==> src/inc/codec_ctl_pkg.sv <==
// Constants and types for the paged two-wire control slave.
// Assumes a 125 MHz system clock; the bus lines are asynchronous pins.
package codec_ctl_pkg;
    localparam logic [4:0] ADDR_FIXED_HI   = 5'h06;   // Upper five address bits 00110
    localparam logic [6:0] GEN_CALL_ADDR   = 7'h00;
    localparam logic [6:0] REG_PAGE_CTL    = 7'h00;
    localparam logic [6:0] REG_SOFT_RESET  = 7'h01;
    localparam logic [6:0] REG_RATE_DIV    = 7'h02;
    localparam logic [6:0] REG_BUS_DEBUG   = 7'h6B;   // Register 107 on page 0
    localparam logic [6:0] REG_LAST        = 7'h7F;
    localparam int         PAGE_BIT        = 0;
    localparam int         SRST_BIT        = 7;
    localparam int         DBG_STAT_BIT    = 0;
    localparam int         DBG_DIS_BIT     = 2;
    localparam logic [7:0] RATE_DIV_RST    = 8'h00;
    localparam logic [3:0] DAC_CODE_MAX    = 4'hA;    // Codes above are reserved
    localparam logic [3:0] ADC_CODE_MAX    = 4'hA;
    localparam logic [2:0] BIT_LAST        = 3'h7;
    localparam logic [7:0] BYTE_ZERO       = 8'h00;

    // Line events found by the sampler
    typedef struct packed {
        logic start;
        logic stop;
        logic scl_rise;
        logic scl_fall;
        logic sda;
    } line_evt_t;

    // Register write port toward the register file
    typedef struct packed {
        logic       en;
        logic [6:0] addr;
        logic [7:0] data;
    } reg_wr_t;
endpackage

==> src/logic/line_sampler.sv <==
// Synchronises the two bus lines and finds clock edges, START and STOP.
// Assumes the lines are asynchronous to sys_clk_in and slow against it.
`timescale 1ns/1ps
`default_nettype none
module line_sampler
    import codec_ctl_pkg::*;
(
    // Clock and reset
    input  wire logic sys_clk_in,
    input  wire logic rstn_in,
    input  wire logic clk_en_in,
    // Bus lines
    input  wire logic scl_in,
    input  wire logic sda_in,
    // Events
    output line_evt_t evt_out
);
    logic [1:0] scl_sync_ff;
    logic [1:0] sda_sync_ff;
    logic       scl_prev_ff;
    logic       sda_prev_ff;

    // Two-stage synchronisers, then one history stage
    always_ff @(posedge sys_clk_in or negedge rstn_in) begin
        if (!rstn_in) begin
            scl_sync_ff <= 2'h3;
            sda_sync_ff <= 2'h3;
            scl_prev_ff <= 1'b1;
            sda_prev_ff <= 1'b1;
        end else if (clk_en_in) begin
            scl_sync_ff <= {scl_sync_ff[0], scl_in};
            sda_sync_ff <= {sda_sync_ff[0], sda_in};
            scl_prev_ff <= scl_sync_ff[1];
            sda_prev_ff <= sda_sync_ff[1];
        end
    end

    // Data changes only under a high clock mark START and STOP
    assign evt_out.start    = scl_sync_ff[1] & scl_prev_ff & sda_prev_ff & ~sda_sync_ff[1];
    assign evt_out.stop     = scl_sync_ff[1] & scl_prev_ff & ~sda_prev_ff & sda_sync_ff[1];
    assign evt_out.scl_rise = scl_sync_ff[1] & ~scl_prev_ff;
    assign evt_out.scl_fall = ~scl_sync_ff[1] & scl_prev_ff;
    assign evt_out.sda      = sda_sync_ff[1];
endmodule
`default_nettype wire

==> src/logic/paged_i2c_control_slave.sv <==
// Two-wire control slave with paged 8-bit registers.
// Assumes an external master drives the clock line; SDA is open drain.
// Summary of operation
// - Address is 00110 followed by strap pin 1 then strap pin 0.
// - Serves the two-wire protocol with 7-bit addressing when the select pin is low.
// - Acts only as slave; never makes START/STOP, never drives the clock.
// - Bytes of eight bits; send changes while clock low, sample on clock high.
// - Data fall under high clock is START, rise is STOP; STOP idles.
// - Pulls data low in the ninth clock to acknowledge each received byte, except a byte that sets the soft reset.
// - START during an active transfer restarts the address phase.
// - General call address zero is acknowledged too.
// - Further written bytes go to the next higher register, up to register 127.
// - Acknowledged read bytes are followed by the next higher register, up to register 127.
// - Bus-error detector on at reset; status reg 107 D0, D2 disables.
// - An enabled detector flags a STOP inside a byte in reg 107 D0.
// - Pages of 128 registers; address 0 is page control on every page.
// - Two pages; reset selects page 0; 1..127 use the selected page.
// - Page control bit D0 picks the page; upper bits reserved zero.
// - Every register is 8 bits, D7 most significant.
// - Writing 1 to register 1 bit D7 gives a self-clearing soft reset.
// - Register 2 D7..D4 is the ADC divider code, reset 0000.
// - Register 2 D3..D0 is the DAC divider code, reset 0000.
`timescale 1ns/1ps
`default_nettype none
module paged_i2c_control_slave
    import codec_ctl_pkg::*;
(
    // Clock and reset
    input  wire logic       sys_clk_in,
    input  wire logic       rstn_in,
    input  wire logic       clk_en_in,
    // Bus pins
    input  wire logic       scl_in,
    input  wire logic       sda_in,
    output logic            sda_out,
    output logic            sda_oe_out,
    // Straps and protocol select
    input  wire logic       address_strap_pin0_in,
    input  wire logic       address_strap_pin1_in,
    input  wire logic       bus_select_in,
    // Register contents toward the codec
    output logic            page_sel_out,
    output logic [3:0]      adc_rate_code_out,
    output logic [3:0]      dac_rate_code_out,
    output logic            soft_reset_out,
    output logic            bus_error_out
);
    typedef enum {ST_IDLE, ST_ADDR, ST_PTR, ST_WDATA, ST_RDATA, ST_ACK, ST_MACK, ST_IGNORE}
        state_t;

    line_evt_t  evt;
    state_t     state_ff;
    state_t     after_ack_ff;
    logic [7:0] shift_ff;
    logic [2:0] bit_ff;
    logic [6:0] ptr_ff;
    logic       page_ff;
    logic [7:0] rate_ff;
    logic       dbg_dis_ff;
    logic       err_ff;
    logic       srst_ff;
    logic       sda_low_ff;
    logic [1:0] straps_ff;
    logic [1:0] straps_s0_ff;
    logic       sel_s0_ff;
    logic       sel_ff;

    line_sampler i_line_sampler (
        .sys_clk_in (sys_clk_in),
        .rstn_in    (rstn_in),
        .clk_en_in  (clk_en_in),
        .scl_in     (scl_in),
        .sda_in     (sda_in),
        .evt_out    (evt)
    );

    // Next register address; no carry into another page
    function automatic logic [6:0] next_addr(input logic [6:0] a);
        next_addr = (a == REG_LAST) ? a : a + 7'h01;
    endfunction

    // Register read mux for the active page
    function automatic logic [7:0] reg_read(input logic [6:0] a, input logic pg,
                                            input logic [7:0] rt, input logic ds,
                                            input logic er);
        reg_read = BYTE_ZERO;
        if (a == REG_PAGE_CTL) begin
            reg_read[PAGE_BIT] = pg;
        end else if (!pg && a == REG_RATE_DIV) begin
            reg_read = rt;
        end else if (!pg && a == REG_BUS_DEBUG) begin
            reg_read[DBG_STAT_BIT] = er;
            reg_read[DBG_DIS_BIT]  = ds;
        end
    endfunction

    // Decodes
    wire        bus_on      = ~sel_ff;
    wire [6:0]  own_addr    = {ADDR_FIXED_HI, straps_ff};
    wire [7:0]  rx_byte     = {shift_ff[6:0], evt.sda};
    wire        addr_hit    = (rx_byte[7:1] == own_addr) ||
                              (rx_byte[7:1] == GEN_CALL_ADDR);
    wire        byte_done   = evt.scl_rise && (bit_ff == BIT_LAST);
    wire        active      = (state_ff != ST_IDLE);
    // A legal STOP comes after the first clock rise of a byte, so one counted bit is normal
    wire        glitch      = ~dbg_dis_ff && active && evt.stop && (bit_ff > 3'h1);
    wire [7:0]  rd_byte     = reg_read(ptr_ff, page_ff, rate_ff, dbg_dis_ff, err_ff);
    reg_wr_t    wr;
    assign wr.en   = (state_ff == ST_WDATA) && byte_done;
    assign wr.addr = ptr_ff;
    assign wr.data = rx_byte;

    // Straps and select pin pass two flip-flops
    always_ff @(posedge sys_clk_in or negedge rstn_in) begin
        if (!rstn_in) begin
            straps_s0_ff <= 2'h0;
            straps_ff    <= 2'h0;
            sel_s0_ff    <= 1'b1;
            sel_ff       <= 1'b1;
        end else if (clk_en_in) begin
            straps_s0_ff <= {address_strap_pin1_in, address_strap_pin0_in};
            straps_ff    <= straps_s0_ff;
            sel_s0_ff    <= bus_select_in;
            sel_ff       <= sel_s0_ff;
        end
    end

    // Protocol state machine
    always_ff @(posedge sys_clk_in or negedge rstn_in) begin
        if (!rstn_in) begin
            state_ff     <= ST_IDLE;
            after_ack_ff <= ST_IDLE;
            shift_ff     <= BYTE_ZERO;
            bit_ff       <= 3'h0;
            ptr_ff       <= REG_PAGE_CTL;
            sda_low_ff   <= 1'b0;
        end else if (clk_en_in) begin
            if (!bus_on || evt.stop || srst_ff) begin
                state_ff   <= ST_IDLE;
                sda_low_ff <= 1'b0;
            end else if (evt.start) begin
                state_ff   <= ST_ADDR;
                bit_ff     <= 3'h0;
                sda_low_ff <= 1'b0;
            end else begin
                case (state_ff)
                    ST_ADDR, ST_PTR, ST_WDATA: begin
                        if (evt.scl_rise) begin
                            shift_ff <= rx_byte;
                            bit_ff   <= bit_ff + 3'h1;
                        end
                        if (byte_done) begin
                            state_ff <= ST_ACK;
                            if (state_ff == ST_ADDR) begin
                                after_ack_ff <= !addr_hit ? ST_IGNORE :
                                                rx_byte[0] ? ST_RDATA : ST_PTR;
                            end else if (state_ff == ST_PTR) begin
                                ptr_ff       <= rx_byte[6:0];
                                after_ack_ff <= ST_WDATA;
                            end else begin
                                ptr_ff       <= next_addr(ptr_ff);
                                after_ack_ff <= ST_WDATA;
                            end
                        end
                    end
                    ST_ACK: begin
                        if (evt.scl_fall) begin
                            if (sda_low_ff || after_ack_ff == ST_IGNORE) begin
                                state_ff   <= after_ack_ff;
                                shift_ff   <= rd_byte;
                                sda_low_ff <= (after_ack_ff == ST_RDATA) & ~rd_byte[7];
                            end else begin
                                sda_low_ff <= 1'b1;
                            end
                        end
                    end
                    ST_RDATA: begin
                        if (evt.scl_fall) begin
                            bit_ff <= bit_ff + 3'h1;
                            if (bit_ff == BIT_LAST) begin
                                state_ff   <= ST_MACK;
                                sda_low_ff <= 1'b0;
                                ptr_ff     <= next_addr(ptr_ff);
                            end else begin
                                sda_low_ff <= ~shift_ff[~bit_ff - 3'h1];
                            end
                        end
                    end
                    ST_MACK: begin
                        if (evt.scl_rise) begin
                            after_ack_ff <= evt.sda ? ST_IGNORE : ST_RDATA;
                        end
                        if (evt.scl_fall) begin
                            state_ff   <= after_ack_ff;
                            shift_ff   <= rd_byte;
                            sda_low_ff <= (after_ack_ff == ST_RDATA) & ~rd_byte[7];
                        end
                    end
                    ST_IGNORE: sda_low_ff <= 1'b0;
                    default:   state_ff   <= ST_IDLE;
                endcase
            end
        end
    end

    // Register file and error flag; soft reset clears them after one cycle
    always_ff @(posedge sys_clk_in or negedge rstn_in) begin
        if (!rstn_in) begin
            page_ff    <= 1'b0;
            rate_ff    <= RATE_DIV_RST;
            dbg_dis_ff <= 1'b0;
            err_ff     <= 1'b0;
            srst_ff    <= 1'b0;
        end else if (clk_en_in) begin
            srst_ff <= 1'b0;
            if (srst_ff) begin
                page_ff    <= 1'b0;
                rate_ff    <= RATE_DIV_RST;
                dbg_dis_ff <= 1'b0;
                err_ff     <= 1'b0;
            end else begin
                if (glitch) begin
                    err_ff <= 1'b1;
                end
                if (wr.en) begin
                    if (wr.addr == REG_PAGE_CTL) begin
                        page_ff <= wr.data[PAGE_BIT];
                    end else if (!page_ff && wr.addr == REG_SOFT_RESET) begin
                        srst_ff <= wr.data[SRST_BIT];
                    end else if (!page_ff && wr.addr == REG_RATE_DIV) begin
                        rate_ff <= wr.data;
                    end else if (!page_ff && wr.addr == REG_BUS_DEBUG) begin
                        dbg_dis_ff <= wr.data[DBG_DIS_BIT];
                        err_ff     <= glitch | (err_ff & wr.data[DBG_STAT_BIT]);
                    end
                end
            end
        end
    end

    // Outputs; the clock line is never driven
    assign sda_out           = 1'b0;
    assign sda_oe_out        = sda_low_ff;
    assign page_sel_out      = page_ff;
    assign adc_rate_code_out = rate_ff[7:4];
    assign dac_rate_code_out = rate_ff[3:0];
    assign soft_reset_out    = srst_ff;
    assign bus_error_out     = err_ff;

    // Checks
    a_ack_after_addr: assert property (@(posedge sys_clk_in) disable iff (!rstn_in)
        (clk_en_in && state_ff == ST_ACK && after_ack_ff == ST_PTR && evt.scl_fall && !evt.stop
         && !evt.start && !srst_ff && bus_on && !sda_low_ff) |=> sda_oe_out)
        else $error("no acknowledge after address");
    a_stop_idles: assert property (@(posedge sys_clk_in) disable iff (!rstn_in)
        (clk_en_in && evt.stop) |=> (state_ff == ST_IDLE && !sda_oe_out))
        else $error("stop did not idle");
    a_start_addr: assert property (@(posedge sys_clk_in) disable iff (!rstn_in)
        (clk_en_in && evt.start && !evt.stop && !srst_ff && bus_on) |=> state_ff == ST_ADDR)
        else $error("start did not begin address phase");
    a_srst_clears: assert property (@(posedge sys_clk_in) disable iff (!rstn_in)
        (clk_en_in && srst_ff) |=> (!srst_ff && !page_ff && rate_ff == RATE_DIV_RST))
        else $error("soft reset not self clearing");
    a_page_write: assert property (@(posedge sys_clk_in) disable iff (!rstn_in)
        (clk_en_in && wr.en && wr.addr == REG_PAGE_CTL && !srst_ff)
        |=> page_ff == $past(wr.data[PAGE_BIT]))
        else $error("page select not taken");
    a_err_flag: assert property (@(posedge sys_clk_in) disable iff (!rstn_in)
        (clk_en_in && glitch && !srst_ff) |=> err_ff)
        else $error("bus error not flagged");
    a_ptr_inc: assert property (@(posedge sys_clk_in) disable iff (!rstn_in)
        (clk_en_in && wr.en && ptr_ff != REG_LAST && !evt.start && !evt.stop && !srst_ff
         && bus_on) |=> ptr_ff == $past(ptr_ff) + 7'h01)
        else $error("pointer not advanced");
    a_no_foreign_ack: assert property (@(posedge sys_clk_in) disable iff (!rstn_in)
        state_ff == ST_IGNORE |-> !sda_oe_out)
        else $error("foreign address acknowledged");
    c_write: cover property (@(posedge sys_clk_in) disable iff (!rstn_in) wr.en);
    c_read: cover property (@(posedge sys_clk_in) disable iff (!rstn_in) state_ff == ST_MACK);
    c_glitch: cover property (@(posedge sys_clk_in) disable iff (!rstn_in) glitch);
endmodule
`default_nettype wire

==> config.mk <==
export PLATFORM = sky130hd
export DESIGN_NAME = paged_i2c_control_slave
export DESIGN_NICKNAME = d
export VERILOG_FILES = /design/src/inc/codec_ctl_pkg.sv /design/src/logic/line_sampler.sv /design/src/logic/paged_i2c_control_slave.sv
export SDC_FILE = /design/constraint.sdc
export NUM_CORES = 1
export LEC_CHECK = 0
export ABC_AREA = 1
export ABC_CLOCK_PERIOD_IN_PS = 4810
export BUFFER_PORTS_ARGS = -buffer_cell sky130_fd_sc_hd__clkbuf_2
export CORE_UTILIZATION = 45
export CTS_BUF_LIST = sky130_fd_sc_hd__clkbuf_4
export DETAILED_ROUTE_END_ITERATION = 10
export SLEW_MARGIN = 20
export SYNTH_ARGS = -nofsm -noshare
export SYNTH_HDL_FRONTEND = slang
export SYNTH_SLANG_ARGS = --single-unit
==> constraint.sdc <==
create_clock -name sys_clk_in -period 4.81 [get_ports sys_clk_in]
set_clock_uncertainty 0.1 [all_clocks]
set_input_delay 1.443 -clock sys_clk_in [delete_from_list [all_inputs] [get_ports sys_clk_in]]
set_output_delay 1.443 -clock sys_clk_in [all_outputs]
set_load 0.01 [all_outputs]
## After elaboration in Yosys (flattened, before gate mapping)

Index checks and enable logic that the tools add are counted.

| operators by class | value |
|---|---|
| eq/ne operators | 39 |
| muxes and demuxes | 75 |
| $add $sub $neg | 3 |
| magnitude comparators | 2 |
| reduce and logical (&&, ||, !) cells | 35 |
| bitwise operators | 20 |

Operator list:

| cell | count |
|---|---|
| 32-bit 2-to-1 mux | 10 |
| 32-bit by 3-bit == test with 1-bit output (second input constant) | 6 |
| 32-bit case mux with 5 select lines | 1 |
| 32-bit by 2-bit == test with 1-bit output (second input constant) | 3 |
| 8-bit 2-to-1 mux | 9 |
| 32-bit by 4-bit == test with 1-bit output (second input constant) | 2 |
| 32-bit case mux with 2 select lines | 1 |
| 7-bit 2-to-1 mux | 7 |
| 1-bit 2-to-1 mux | 34 |
| 32-bit by 1-bit == test with 1-bit output (second input constant) | 1 |
| 32-bit nonzero test | 1 |
| 2-bit inequality test (second input constant) | 12 |
| 4-bit inequality test (second input constant) | 6 |
| 8-bit case mux with 3 select lines | 1 |
| 8-bit AND reduction | 3 |
| 3-bit 2-to-1 mux | 6 |
| 5-bit AND reduction | 3 |
| 7-bit == test (second input constant) | 2 |
| 7-bit logical NOT | 2 |
| 7-bit case mux with 2 select lines | 1 |
| 6-bit AND reduction | 2 |
| 2-bit nonzero test | 6 |
| 1-bit AND | 9 |
| 3-bit inequality test (second input constant) | 3 |
| other kinds (24) | 43 |

| storage, ports and cells | value |
|---|---|
| register bits | 107 |
| input port bits | 8 |
| output and inout port bits | 13 |
| logic and storage cells | 193 |

## Logic depth before layout (Yosys ltp)

Gate-level depths: netlist of run 1.

| depth | value |
|---|---|
| depth after elaboration | 12 |
| mapped depth | 12 |
| depth with buffers taken out | 12 |

## Cells and area by module

From an unflattened synthesis of run 1, not the netlist that was laid out.

| unflattened totals | value |
|---|---|
| cells, all modules | 469 |
| area, all modules | 3234.4 sq um |

Modules (own cells, without submodules):

| module | times used | seq. area each (sq um) | cells an instance | area each (sq um) |
|---|---|---|---|---|
| paged_i2c_control_slave | 1 | 1078.5 | 432 | 2956.6 |
| line_sampler | 1 | 157.7 | 37 | 277.8 |

## Worst setup path before layout of run 1

No wires, ideal clock.

| timing | value |
|---|---|
| path kind | in2reg |
| start point | input clk_en_in |
| end point | register shift_ff[3] |
| required time | 4.583 ns |
| arrival | 2.118 ns |
| stages on the path | 6 |
| buffers on the path | 1 |
| setup time | 0.127 ns |
| setup slack | 2.466 ns |
| path through | inv_2 > nor2_1 > nand4_1 > nor3_2 > buf_6 > o21ai_0 |

| on the way | value |
|---|---|
| word-level cells in the longest chain between the ends | 1 |

Ends and longest elaborated chain:

| what | RTL line | RTL |
|---|---|---|
| start: declaration | paged_i2c_control_slave.sv:31 | `input wire logic clk_en_in,` |
| 8-bit AND reduction (no line) | - |  |
| end signal: assignment | paged_i2c_control_slave.sv:149 | `shift_ff <= rx_byte;` |
| end signal: assignment | paged_i2c_control_slave.sv:170 | `shift_ff <= rd_byte;` |
| end signal: assignment | paged_i2c_control_slave.sv:195 | `shift_ff <= rd_byte;` |
| end: declaration | paged_i2c_control_slave.sv:54 | `logic [7:0] shift_ff;` |

Every way passes these cells.
A chain may end at the register's enable or synchronous reset.

## Final worst setup path of run 1

| timing | value |
|---|---|
| start point | input clk_en_in |
| end point | register shift_ff[0] |

The elaborated chain is that of the path after synthesis.

==> qor.tcl, run 1 <==
set qor(run_status) {finished clean}
set qor(synth-warning-count) 0
set qor(synth_top_cells_by_area) {sky130_fd_sc_hd__dfrtp_1, sky130_fd_sc_hd__nand2_1, sky130_fd_sc_hd__dfstp_2}
set qor(synth_nets) 434
set qor(detailed_route_wire_length_per_cell_um) 14.8
set qor(finalSetupViolCount) 0
set qor(synth.top_cell.area_share_pct) 33.1
set qor(port_buffers) 19
set qor(first_global_vias) 2623
set qor(design.die.area_um2) 7230
set qor(dpl_cell_area_um2) 3220
set qor(drt_pre_antenna_iters) 5
set qor(synth_enable_flop_cells) 0
set qor(cts_root_buffer_type) {sky130_fd_sc_hd__clkbuf_4}
set qor(layoutNonFillerInstCount) 512
set qor(syn_area_per_cell_um2) 7.42
set qor(setup_ws_ns) 2.02
set qor(period_minus_slack_ns) 2.79
set qor(worst_r2r_path_depth) 7
set qor(cts_max_level) 2
set qor(timing.setup.tns_ns) 0
set qor(antenna_found_initial) 0
set qor(power.density_cell_area_nw_per_um2) 509
set qor(crit_path_end_kind) {register}
set qor(fmax_mhz) 358
set qor(finish.net_count) 450
set qor(worstHoldPathType) {reg -> reg}
set qor(first_pass_grt_wire_length_um) 13000
set qor(layout_cells_sized_above_1_pct) 17.5
set qor(worst_r2r_startpoint) {bit_ff[0]}
set qor(insertedDiodeCount) 0
set qor(worst_hold_slack_ns) 0.380
set qor(dp_hpwl_um) 5720
set qor(cts_tree) {done}
set qor(clock_insertion_delay_worst_skew_ns) 0.38
set qor(dr_wl_met2_um) 3330
set qor(ant_nets) 0
set qor(die_h_um) 85.0
set qor(route.top_layer_used) {met4}
set qor(post_cts.repair.setup_buffers) 0
set qor(die_width_um) 85.0
set qor(netlist_top_cells_count) {sky130_fd_sc_hd__nand2_1, sky130_fd_sc_hd__inv_1, sky130_fd_sc_hd__o21ai_0, sky130_fd_sc_hd__dfrtp_1, sky130_fd_sc_hd__nand3_1}
set qor(post-route-util_pct) 50.9
set qor(cap_violations) 0
set qor(largest_net_degree_at_the_start_of_global_routing) 50
set qor(cts-buffers-inserted) 5
set qor(num-fill-cells) 657
set qor(cts.reportedPaths.clkPinSlew_ns) 0.14
set qor(track_usage_pct) 23.1
set qor(final-max-slew-violation-count) 0
set qor(place.detailed.instances) 504
set qor(count_of_state_elements_after_synthesis) 49
set qor(via_count_of_the_routed_design) 2744
set qor(core-area_um2) 6490
set qor(report.final.hold_viol_count) 0
set qor(met3_routed_wl_um) 334
set qor(synth_cells) 418
set qor(postRouteWirelength_um) 7580
set qor(regArea_um2) 1240
set qor(cp.required_ns) 5.03
set qor(post_cts.resized_instances) 0
set qor(cp.arrival_ns) 3.01
set qor(fin_total_pwr_mw) 1.68
set qor(tightest_slew_ns) 0.614
set qor(io_pins) 21
set qor(effective_utilization_at_floorplan_pct) 47.8
set qor(drt-met1-wl_um) 3790
set qor(synthArstFlopShare_pct) 100
set qor(viasPerCell) 5.36
set qor(min_delay_path_depth) 2
set qor(holdCritStartpoint) {i_line_sampler.scl_sync_ff[0]}
set qor(timing.critical_path.fanout_max) 23
set qor(min_period_over_period_pct) 58.0
set qor(std_cell_rows) 29
set qor(crit_path_start) {clk_en_in}
set qor(final_cell_area_um2) 3300
set qor(multi_input_area_um2) 1600
set qor(dr.first_iter.drc_count) 171
set qor(synth_seq_area_share_pct) 39.8
set qor(grt_setup_unrepaired) {no}
set qor(cts_buffer_depth) 2
set qor(clock_sinks) 49
set qor(preCtsSetupSlack_ns) 1.62
set qor(drc) 0
set qor(globalRouteOverflowTotal) 0
set qor(cts_hold_buffers_added) 0
set qor(total_leakage_power_nw) 1.62
set qor(synth.cell_area_um2) 3100
set qor(synth_cell_type_count) 36
set qor(synth_top_cell_by_area) {sky130_fd_sc_hd__dfrtp_1}
set qor(globalplace.congestion) 0.870
set qor(areaGrowthSynthToFinish_pct) 6.45
set qor(timing_worst_setup_path_type) {in -> reg}
set qor(synth_top_flop_cell) {sky130_fd_sc_hd__dfrtp_1}
set qor(peakVddDrop_mv) 0.177
set qor(slew_headroom_pct) 58.8
set qor(startpoint_type) {primary input}
set qor(synth.most_common_cell) {sky130_fd_sc_hd__nand2_1}
-- cells by family (layout without fill, tap and decap cells) --
group,after synthesis,in the layout,synth area share [%]
AND/OR/NAND/NOR,214,214,31.9
XOR/XNOR,5,5,1.41
AO/OA/AOI/OAI,79,79,14.8
adder cells (fa/ha/maj),8,8,3.23
buffers and inverters,62,79,8.71
flip-flops,49,49,39.8
other,1,1,0.121
-- area by class of cell --
cell class | instances | share of cell area (%)
inverter | 51 | 5.80
clock buffer | 6 | 1.36
clock inverter | 2 | 1.06
multi-input combinational | 307 | 48.3
timing repair buffer | 20 | 3.11
tap | 77 | 2.92
sequential | 49 | 37.4
-- worst paths after layout --
kind	to	slack, ns
worst min register to register	i_line_sampler.scl_sync_ff[0]	0.38
min in group asynchronous	ptr_ff[3]	1.04
worst max register to register	rate_ff[0]	2.66
max in group asynchronous	straps_ff[0]	3.13
worst min-delay path	i_line_sampler.scl_sync_ff[0]	0.38
worst max-delay path	shift_ff[0]	2.02
-- worst max-delay path, cell delays in order --
cell	delay, ns
sky130_fd_sc_hd__clkbuf_2	0.38
sky130_fd_sc_hd__inv_2	0.19
sky130_fd_sc_hd__nor2_1	0.14
sky130_fd_sc_hd__nand4_1	0.13
sky130_fd_sc_hd__nor3_2	0.49
sky130_fd_sc_hd__nand3_1	0.15
sky130_fd_sc_hd__nand2_1	0.09
-- layer usage --
metal	vias up	track usage [%]
li1	1393	-
met2	76	35.6
met4	0	7.09
met5	-	0
met1	1262	33.8
met3	13	3.02
-- registers in the layout, summed over array words and instances (netlist names) --
name and flops:
after_ack_ff 3, bit_ff 3, bus_error_out 1, dbg_dis_ff 1, i_line_sampler.scl_prev_ff 1, i_line_sampler.scl_sync_ff 2
i_line_sampler.sda_prev_ff 1, i_line_sampler.sda_sync_ff 2, page_sel_out 1, ptr_ff 7, rate_ff 8, sda_oe_out 1
sel_ff 1, sel_s0_ff 1, shift_ff 8, soft_reset_out 1, state_ff 3, straps_ff 2
straps_s0_ff 2
-- where the power goes --
group	internal [mW]	switching, mW	total [mW]	leakage [nW]
Combinational	0.265	0.471	0.736	0.965
Clock	0.115	0.137	0.252	0.0456
Sequential	0.524	0.168	0.693	0.613
Total	0.904	0.777	1.68	1.62
-- cell usage in the layout (no fill, tap or decap), drive strengths merged --
cell type / n
a21oi: 8
a31o: 1
a31oi: 1
buf: 1
bufinv: 1
clkbuf: 25
clkinv: 1
conb: 1
dfrtp: 41
dfstp: 8
ha: 8
inv: 51
nand2: 134
nand3: 37
nand3b: 1
nand4: 5
nor2: 29
nor3: 7
o211ai: 7
o21ai: 60
o22ai: 2
or2: 1
xnor2: 2
xor2: 3
Note: power is estimated with default switching activity, not from simulation.
==> inputs of run 2 (changes only) <==
--- a/config.mk
+++ b/config.mk
@@ -6,7 +6,7 @@
 export NUM_CORES = 1
 export LEC_CHECK = 0
 export ABC_AREA = 1
-export ABC_CLOCK_PERIOD_IN_PS = 4810
+export ABC_CLOCK_PERIOD_IN_PS = 2250
 export BUFFER_PORTS_ARGS = -buffer_cell sky130_fd_sc_hd__clkbuf_2
 export CORE_UTILIZATION = 45
 export CTS_BUF_LIST = sky130_fd_sc_hd__clkbuf_4
==> constraint.sdc (replaced) <==
create_clock -name sys_clk_in -period 2.25 [get_ports sys_clk_in]
set_clock_uncertainty 0.1 [all_clocks]
set_input_delay 0.675 -clock sys_clk_in [delete_from_list [all_inputs] [get_ports sys_clk_in]]
set_output_delay 0.675 -clock sys_clk_in [all_outputs]
set_load 0.01 [all_outputs]
==> run 2 against run 1 <==
First-iteration DRC count decreased by 17%. Combinational power increased by 120%. Core utilization increased by 0.94 points. Design area increased by 1.9%. Power increased by 120%. Via count decreased by 0.58%. Sequential cell count unchanged. Register-to-register slack got worse by 2.4 ns. Die area unchanged. Global-route usage decreased by 0.22 points. Critical endpoint is now ptr_ff[4]. Largest cell class unchanged.
==> qor.tcl, run 2 (synthesis results as in run 1) <==
set qor(met2_usage_pct) 36.8 ;# +1.2 points
set qor(finalSetupViolCount) 0 ;# unchanged
set qor(first_pass_grt_wire_length_um) 13000 ;# -0.16%
set qor(ant_nets) 0 ;# unchanged
set qor(timing.critical_path.fanout_max) 10 ;# -57%
set qor(startpoint_type) {register}
set qor(effective_utilization_at_floorplan_pct) 47.8 ;# unchanged
set qor(final-max-slew-violation-count) 0 ;# unchanged
set qor(cts_root_buffer_type) {sky130_fd_sc_hd__clkbuf_4}
set qor(layout_commonest_cell) {sky130_fd_sc_hd__nand2_1}
set qor(report.final.hold_viol_count) 0 ;# unchanged
set qor(port_buffers) 19 ;# unchanged
set qor(cp.arrival_ns) 2.13 ;# -0.88 ns
set qor(setup_ws_ns) 0.298 ;# -1.72 ns
set qor(place.detailed.instances) 507 ;# +0.60%
set qor(areaGrowthSynthToFinish_pct) 8.43
set qor(fmax_mhz) 512
set qor(layout_top_registers) {rate_ff: 8 flops, shift_ff: 8 flops, ptr_ff: 7 flops}
set qor(core-area_um2) 6490 ;# unchanged
set qor(globalRouteOverflowTotal) 0 ;# unchanged
set qor(antenna_found_initial) 0 ;# unchanged
set qor(power.net_switching_mw) 1.67 ;# +120%
set qor(via_count_of_the_routed_design) 2728 ;# -0.58%
set qor(power.switching_fraction_pct) 46.2 ;# about the same
set qor(gr-max-usage-layer) {met2}
set qor(largest_net_degree_at_the_start_of_global_routing) 50 ;# unchanged
set qor(cts-buffers-inserted) 5 ;# unchanged
set qor(total_leakage_power_nw) 1.64 ;# +1.4%
set qor(clock_power_share_pct) 14.7 ;# -0.3 points
set qor(track_usage_pct) 22.8 ;# -0.22 points
set qor(period_minus_slack_ns) 1.95
set qor(crit_path_start) {bit_ff[0]}
set qor(postRouteWirelength_um) 7490 ;# -1.2%
set qor(power.density_cell_area_nw_per_um2) 1080 ;# +110%
set qor(viasPerCell) 5.29 ;# -1.4%
set qor(dr.first_iter.drc_count) 142 ;# -17%
set qor(cap_violations) 0 ;# unchanged
set qor(grt_setup_unrepaired) {no}
set qor(grt_use_met3_pct) 3.02 ;# unchanged
set qor(detailed_route_wire_length_per_cell_um) 14.5 ;# -2.0%
set qor(die_h_um) 85.0 ;# unchanged
set qor(cts_tree) {done}
set qor(preCtsSetupSlack_ns) 0.214 ;# -1.41 ns
set qor(timing_worst_setup_path_type) {reg -> reg}
set qor(drc) 0 ;# unchanged
set qor(die_width_um) 85.0 ;# unchanged
set qor(finish.net_count) 454 ;# +0.89%
set qor(io_pins) 21 ;# unchanged
set qor(cts.reportedPaths.clkPinSlew_ns) 0.15 ;# about the same
set qor(fin_total_pwr_mw) 3.62 ;# +120%
set qor(std_cell_rows) 29 ;# unchanged
set qor(cellInternalPower_mw) 1.95 ;# +120%
set qor(layoutNonFillerInstCount) 516 ;# +0.78%
set qor(worst_r2r_startpoint) {bit_ff[0]}
set qor(peakVddDrop_mv) 0.480 ;# +170%
set qor(timing.setup.tns_ns) 0 ;# unchanged
set qor(first_global_vias) 2726 ;# +3.9%
set qor(clock_insertion_delay_worst_skew_ns) 0.38 ;# about the same
set qor(cts_hold_buffers_added) 0 ;# unchanged
set qor(cp.required_ns) 2.43 ;# -2.60 ns
set qor(min_period_over_period_pct) 86.7
set qor(drt_pre_antenna_iters) 5 ;# unchanged
set qor(globalplace.congestion) 0.906 ;# +4.2%
set qor(design.die.area_um2) 7230 ;# unchanged
set qor(insertedDiodeCount) 0 ;# unchanged
set qor(pwr-share-seq_pct) 40.6 ;# -0.6 points
set qor(crit_path_end_kind) {register}
set qor(dp_hpwl_um) 5710 ;# -0.21%
set qor(clock_sinks) 49 ;# unchanged
set qor(layout_cells_sized_above_1_pct) 18.0 ;# +0.52 points
set qor(layout_common_cells) {sky130_fd_sc_hd__nand2_1, sky130_fd_sc_hd__inv_1, sky130_fd_sc_hd__o21ai_0}
set qor(run_status) {finished clean}
set qor(cts_buffer_depth) 2 ;# unchanged
set qor(num-fill-cells) 655 ;# -0.30%
set qor(post-route-util_pct) 51.8 ;# +0.94 points
set qor(cts_max_level) 2 ;# unchanged
set qor(worstHoldPathType) {in -> async}
set qor(worst_r2r_path_depth) 10 ;# +3
set qor(globalRouteMet1Util_pct) 32.3 ;# -1.5 points
set qor(power.combinational.fraction_pct) 44.7 ;# +0.9 points
==> run 2: power by group through the flow <==
| stage | Combinational [mW] | Clock (mW) | Sequential (mW) |
|---|---|---|---|
| after floorplan | 1.33 | 0 | 1.34 |
| after global placement | 1.57 | 0 | 1.49 |
| after detailed placement | 1.58 | 0 | 1.48 |
| after CTS | 1.60 | 0.552 | 1.47 |
| after global routing | 1.88 | 0.570 | 1.51 |
| final | 1.62 | 0.533 | 1.47 |
==> run 2: metrics by stage <==
| stage | hold slack [ns] | cell area (um2) |
|---|---|---|
| finish | 0.149 | 3360 |
| global route | 0.177 | 3360 |
| CTS | 0.158 | 3340 |
| detailed placement | 0.356 | 3260 |
| global placement | 0.357 | 3260 |
| floorplan | 0.279 | 3100 |
==> run 2: area by class of cell <==
type	count	area, um2	share of cell area (%)
repair buffers	24	158	4.69
well taps	77	96.3	2.86
multi-input cells	307	1600	47.7
inverters	51	191	5.69
flip-flops and latches	49	1240	36.7
clock buffers	5	37.5	1.12
clock inverters	3	41.3	1.23
==> run 2: metal layers <==
layer	vias up	wire length, um
met5	-	0
met4	0	99
met3	10	347
met2	49	3350
met1	1276	3690
li1	1393	-
==> run 2: critical path: stages (launching register included) <==
cell and delay [ns]:
sky130_fd_sc_hd__dfrtp_1 0.54, sky130_fd_sc_hd__ha_1 0.20, sky130_fd_sc_hd__ha_1 0.19, sky130_fd_sc_hd__inv_1 0.05
sky130_fd_sc_hd__nand2_1 0.12, sky130_fd_sc_hd__nand3_2 0.11, sky130_fd_sc_hd__nor3_4 0.23, sky130_fd_sc_hd__buf_12 0.15
sky130_fd_sc_hd__inv_2 0.05, sky130_fd_sc_hd__nand2_1 0.05, sky130_fd_sc_hd__o21ai_1 0.06
==> run 2: worst paths after layout <==
check                                                  end  slack (ns)
worst min-delay path                             ptr_ff[3]        0.15
worst max-delay path                             ptr_ff[4]        0.30
worst min register to register                   sel_s0_ff        0.38
min in group sys_clk_in                          sel_s0_ff        0.35
worst max register to register                   ptr_ff[4]        0.30
max in group asynchronous       i_line_sampler.scl_prev_ff        1.61
==> run 2: repair_timing <==
action,CTS,global route
hold endpoints to repair,0,0
buffers inserted,0,1
endpoints found under the setup margin,0,8
resized for setup,0,1
==> inputs of run 3 (changes only) <==
--- a/config.mk
+++ b/config.mk
@@ -5,13 +5,12 @@
 export SDC_FILE = /design/constraint.sdc
 export NUM_CORES = 1
 export LEC_CHECK = 0
-export ABC_AREA = 1
 export ABC_CLOCK_PERIOD_IN_PS = 2250
 export BUFFER_PORTS_ARGS = -buffer_cell sky130_fd_sc_hd__clkbuf_2
 export CORE_UTILIZATION = 45
-export CTS_BUF_LIST = sky130_fd_sc_hd__clkbuf_4
 export DETAILED_ROUTE_END_ITERATION = 10
 export SLEW_MARGIN = 20
 export SYNTH_ARGS = -nofsm -noshare
 export SYNTH_HDL_FRONTEND = slang
+export SYNTH_HIERARCHICAL = 1
 export SYNTH_SLANG_ARGS = --single-unit
==> run 3 against run 2 <==
Combinational power up 2%. Die area down 4.0%. Non-clock buffer count is 34 higher. Sequential cell count unchanged. Clock power up 8.3%. First-iteration DRC count is 22% higher. Sequential power decreased by 14%.
==> qor.tcl, run 3 <==
set qor(power.combinational.fraction_pct) 47.4 ;# +2.7 points
set qor(die_width_um) 83.3 ;# -2.0%
set qor(layout_commonest_cell) {sky130_fd_sc_hd__dfrtp_1}
set qor(detailed_route_wire_length_per_cell_um) 16.8 ;# +16%
set qor(count_of_state_elements_after_synthesis) 49 ;# unchanged
set qor(period_minus_slack_ns) 2.20 ;# +0.249 ns
set qor(cts_root_buffer_type) {sky130_fd_sc_hd__clkbuf_8}
set qor(synth_seq_area_share_pct) 41.5 ;# +1.7 points
set qor(clock_sinks) 49 ;# unchanged
set qor(crit_path_end_kind) {register}
set qor(worst_hold_slack_ns) 0.218 ;# +0.0692 ns
set qor(std_cell_rows) 29 ;# unchanged
set qor(regArea_um2) 1240 ;# unchanged
set qor(worst_r2r_startpoint) {i_line_sampler/sda_prev_ff}
set qor(synth_top_cell_by_area) {sky130_fd_sc_hd__dfrtp_1}
set qor(synth_cells) 308 ;# -26%
set qor(layout_top_registers) {rate_ff: 8 flops, shift_ff: 8 flops, ptr_ff: 7 flops}
set qor(fmax_mhz) 454 ;# -11%
set qor(clock_power_share_pct) 16.4 ;# +1.7 points
set qor(drt_pre_antenna_iters) 4 ;# -1
set qor(synth.cell_area_um2) 2980 ;# -4.1%
set qor(areaGrowthSynthToFinish_pct) 19.3
set qor(synth_top_cells_by_area) {sky130_fd_sc_hd__dfrtp_1, sky130_fd_sc_hd__dfstp_2, sky130_fd_sc_hd__nand2_1}
set qor(total_leakage_power_nw) 1.61 ;# -2.0%
set qor(dp_hpwl_um) 5250 ;# -8.0%
set qor(cts_tree) {done}
set qor(synth_cell_type_count) 63 ;# +75%
set qor(timing_worst_setup_path_type) {reg -> reg}
set qor(r2r-end) {after_ack_ff[0]}
set qor(worstHoldPathType) {in -> async}
set qor(worst-r2r-setup-slack_ns) 0.05 ;# -0.25 ns
set qor(first_global_vias) 2488 ;# -8.7%
set qor(run_status) {finished clean}
set qor(num-fill-cells) 566 ;# -14%
set qor(synthArstFlopShare_pct) 100 ;# unchanged
set qor(design.die.area_um2) 6940 ;# -4.0%
set qor(critPathMaxStageDelay_ns) 0.55 ;# about the same
set qor(critical_path.slowest_cell) {sky130_fd_sc_hd__dfstp_2}
set qor(first_pass_grt_wire_length_um) 12400 ;# -4.8%
set qor(synth-warning-count) 6 ;# +6
set qor(layout_cells_sized_above_1_pct) 31.3 ;# +13 points
set qor(synth.top_cell.area_share_pct) 34.5 ;# +1.4 points
set qor(syn_area_per_cell_um2) 9.66 ;# +30%
set qor(cts_max_level) 2 ;# unchanged
set qor(die_h_um) 83.3 ;# -2.0%
set qor(grt_setup_unrepaired) {yes}
set qor(multi_input_area_um2) 1660 ;# +3.6%
set qor(finalSetupViolCount) 0 ;# unchanged
set qor(slew_headroom_pct) 62.5
set qor(track_usage_pct) 22.1 ;# -0.77 points
set qor(io_pins) 21 ;# unchanged
set qor(crit_path_start) {i_line_sampler/sda_prev_ff}
set qor(viasPerCell) 5.88 ;# +11%
set qor(crit_path_cell_trace) {and4b_1 > or4b_4 > nor2_4 > nand2_1 > a21o_1 > o22a_1}
set qor(cts-buffers-inserted) 5 ;# unchanged
set qor(final-max-slew-violation-count) 0 ;# unchanged
set qor(finish.net_count) 370 ;# -19%
set qor(dr.first_iter.drc_count) 173 ;# +22%
set qor(port_buffers) 19 ;# unchanged
set qor(core-area_um2) 6350 ;# -2.2%
set qor(tightest_slew_ns) 0.557
set qor(cts_buffer_depth) 2 ;# unchanged
set qor(pwr-share-seq_pct) 36.2 ;# -4.4 points
set qor(power.switching_fraction_pct) 41.7 ;# -4.5 points
set qor(fin_total_pwr_mw) 3.52 ;# -2.9%
set qor(synth_top_flop_cell) {sky130_fd_sc_hd__dfrtp_1}
set qor(cp.required_ns) 2.35 ;# -0.08 ns
set qor(clock_insertion_delay_worst_skew_ns) 0.31 ;# -0.07 ns
set qor(peakVddDrop_mv) 0.484 ;# +0.76%
set qor(report.final.hold_viol_count) 0 ;# unchanged
set qor(timing.critical_path.fanout_max) 4 ;# -6
set qor(effective_utilization_at_floorplan_pct) 46.9 ;# -0.92 points
set qor(cts.reportedPaths.clkPinSlew_ns) 0.10 ;# -0.05 ns
set qor(power.density_cell_area_nw_per_um2) 990 ;# -8.0%
set qor(cellInternalPower_mw) 2.05 ;# +5.3%
set qor(min_period_over_period_pct) 97.8 ;# +11 points
set qor(largest_net_degree_at_the_start_of_global_routing) 50 ;# unchanged
set qor(cap_violations) 0 ;# unchanged
set qor(postRouteWirelength_um) 7270 ;# -2.9%
set qor(synth_nets) 324 ;# -25%
set qor(insertedDiodeCount) 0 ;# unchanged
set qor(final_cell_area_um2) 3550 ;# +5.5%
set qor(startpoint_type) {register}
set qor(dpl_cell_area_um2) 3340 ;# +2.6%
set qor(globalRouteOverflowTotal) 0 ;# unchanged
set qor(synth.most_common_cell) {sky130_fd_sc_hd__dfrtp_1}
set qor(antenna_found_initial) 0 ;# unchanged
set qor(via_count_of_the_routed_design) 2538 ;# -7.0%
set qor(power.net_switching_mw) 1.47 ;# -12%
set qor(ant_nets) 0 ;# unchanged
set qor(drc) 0 ;# unchanged
set qor(layout_common_cells) {sky130_fd_sc_hd__dfrtp_1, sky130_fd_sc_hd__nand2_1, sky130_fd_sc_hd__buf_4}
set qor(cp.arrival_ns) 2.30 ;# +0.17 ns
set qor(worst_r2r_path_depth) 6 ;# -4
set qor(netlist_top_cells_count) {sky130_fd_sc_hd__dfrtp_1, sky130_fd_sc_hd__nand2_1, sky130_fd_sc_hd__a21oi_1, sky130_fd_sc_hd__o21ai_0, sky130_fd_sc_hd__nor2_1}
set qor(synth_enable_flop_cells) 0 ;# unchanged
set qor(globalplace.congestion) 0.923 ;# +1.9%
set qor(end_of_the_critical_path) {after_ack_ff[0]}
## run 3: changes by cell type after synthesis, moves of 8 or more
cell,change
sky130_fd_sc_hd__a21oi_1,+14
sky130_fd_sc_hd__a22o_1,+9
sky130_fd_sc_hd__inv_1,-32
sky130_fd_sc_hd__nand2_1,-92
sky130_fd_sc_hd__nand3_1,-26
sky130_fd_sc_hd__nor2_1,-9
sky130_fd_sc_hd__o21ai_0,-26
sky130_fd_sc_hd__o21ai_2,-8
## run 3: worst min path at each step
stage	start	to	slack [ns]
final	rstn_in	state_ff[1]	0.22
after global routing	rstn_in	shift_ff[5]	0.26
after CTS	rstn_in	straps_ff[0]	0.24
after detailed placement	shift_ff[7]	shift_ff[7]	0.38
after global placement	straps_s0_ff[0]	straps_ff[0]	0.37
after floorplan	rstn_in	after_ack_ff[0]	0.28
## run 3: cell type report
class	instances	area share, %
multi-input cells	228	46.8
flip-flops and latches	49	34.8
repair buffers	58	11.6
well taps	77	2.71
clock buffers	5	1.94
inverters	12	1.27
clock inverters	3	0.811
## run 3: what timing repair did
item | 4_1_cts | 5_1_grt
pin swaps | 0 | 8
gates resized for setup | 1 | 13
gates cloned | 0 | 0
buffers inserted | 0 | 5
setup endpoints to repair | 2 | 27
hold buffers | 0 | 0
## run 3: power by group through the flow
stage	logic [mW]	clock network, mW	registers [mW]
global route	1.84	0.634	1.30
global placement	1.57	0	1.27
detailed placement	1.58	0	1.27
finish	1.66	0.577	1.27
CTS	1.59	0.604	1.26
floorplan	1.12	0	1.23
## run 3: routing by layer
metal	vias up	track usage (%)	part of all wire, %
li1	1236	-	-
met1	1227	32.2	48
met2	66	34.6	46
met3	9	3.48	5.0
met4	0	4.86	1.1
met5	-	0	0
## run 3: cell families (layout without fill, tap and decap cells)
| group | Yosys count | count (layout) | synth area share (%) |
|---|---|---|---|
| and+or+nand+nor | 106 | 106 | 19.6 |
| DFF | 49 | 49 | 41.5 |
| other | 1 | 1 | 0.126 |
| AOI/OAI and AO/OA | 93 | 93 | 21.4 |
| adders and majority gates | 10 | 10 | 4.04 |
| xor gates and xnor gates | 3 | 3 | 0.883 |
| buffers and inverters | 31 | 78 | 5.26 |
| muxes | 15 | 15 | 7.15 |
## run 3: per-stage QoR
stage | instances | setup WS [ns] | utilization, % | TNS [ns]
2_1_floorplan | 308 | 0.0427 | - | 0
3_3_place_gp | 419 | 0.00766 | 52.6 | 0
3_5_place_dp | 419 | -0.00857 | 52.6 | -0.00857
4_1_cts | 427 | 0.0140 | 54.3 | 0
5_1_grt | 432 | -0.0215 | 55.9 | -0.0530
6_report | 432 | 0.0497 | 55.9 | 0
## run 3: critical path, delay by kind of cell, from the launching register on
kind | cells | cell delay, ns
compound gates | 2 | 0.38
flops | 1 | 0.55
simple gates | 4 | 1.06
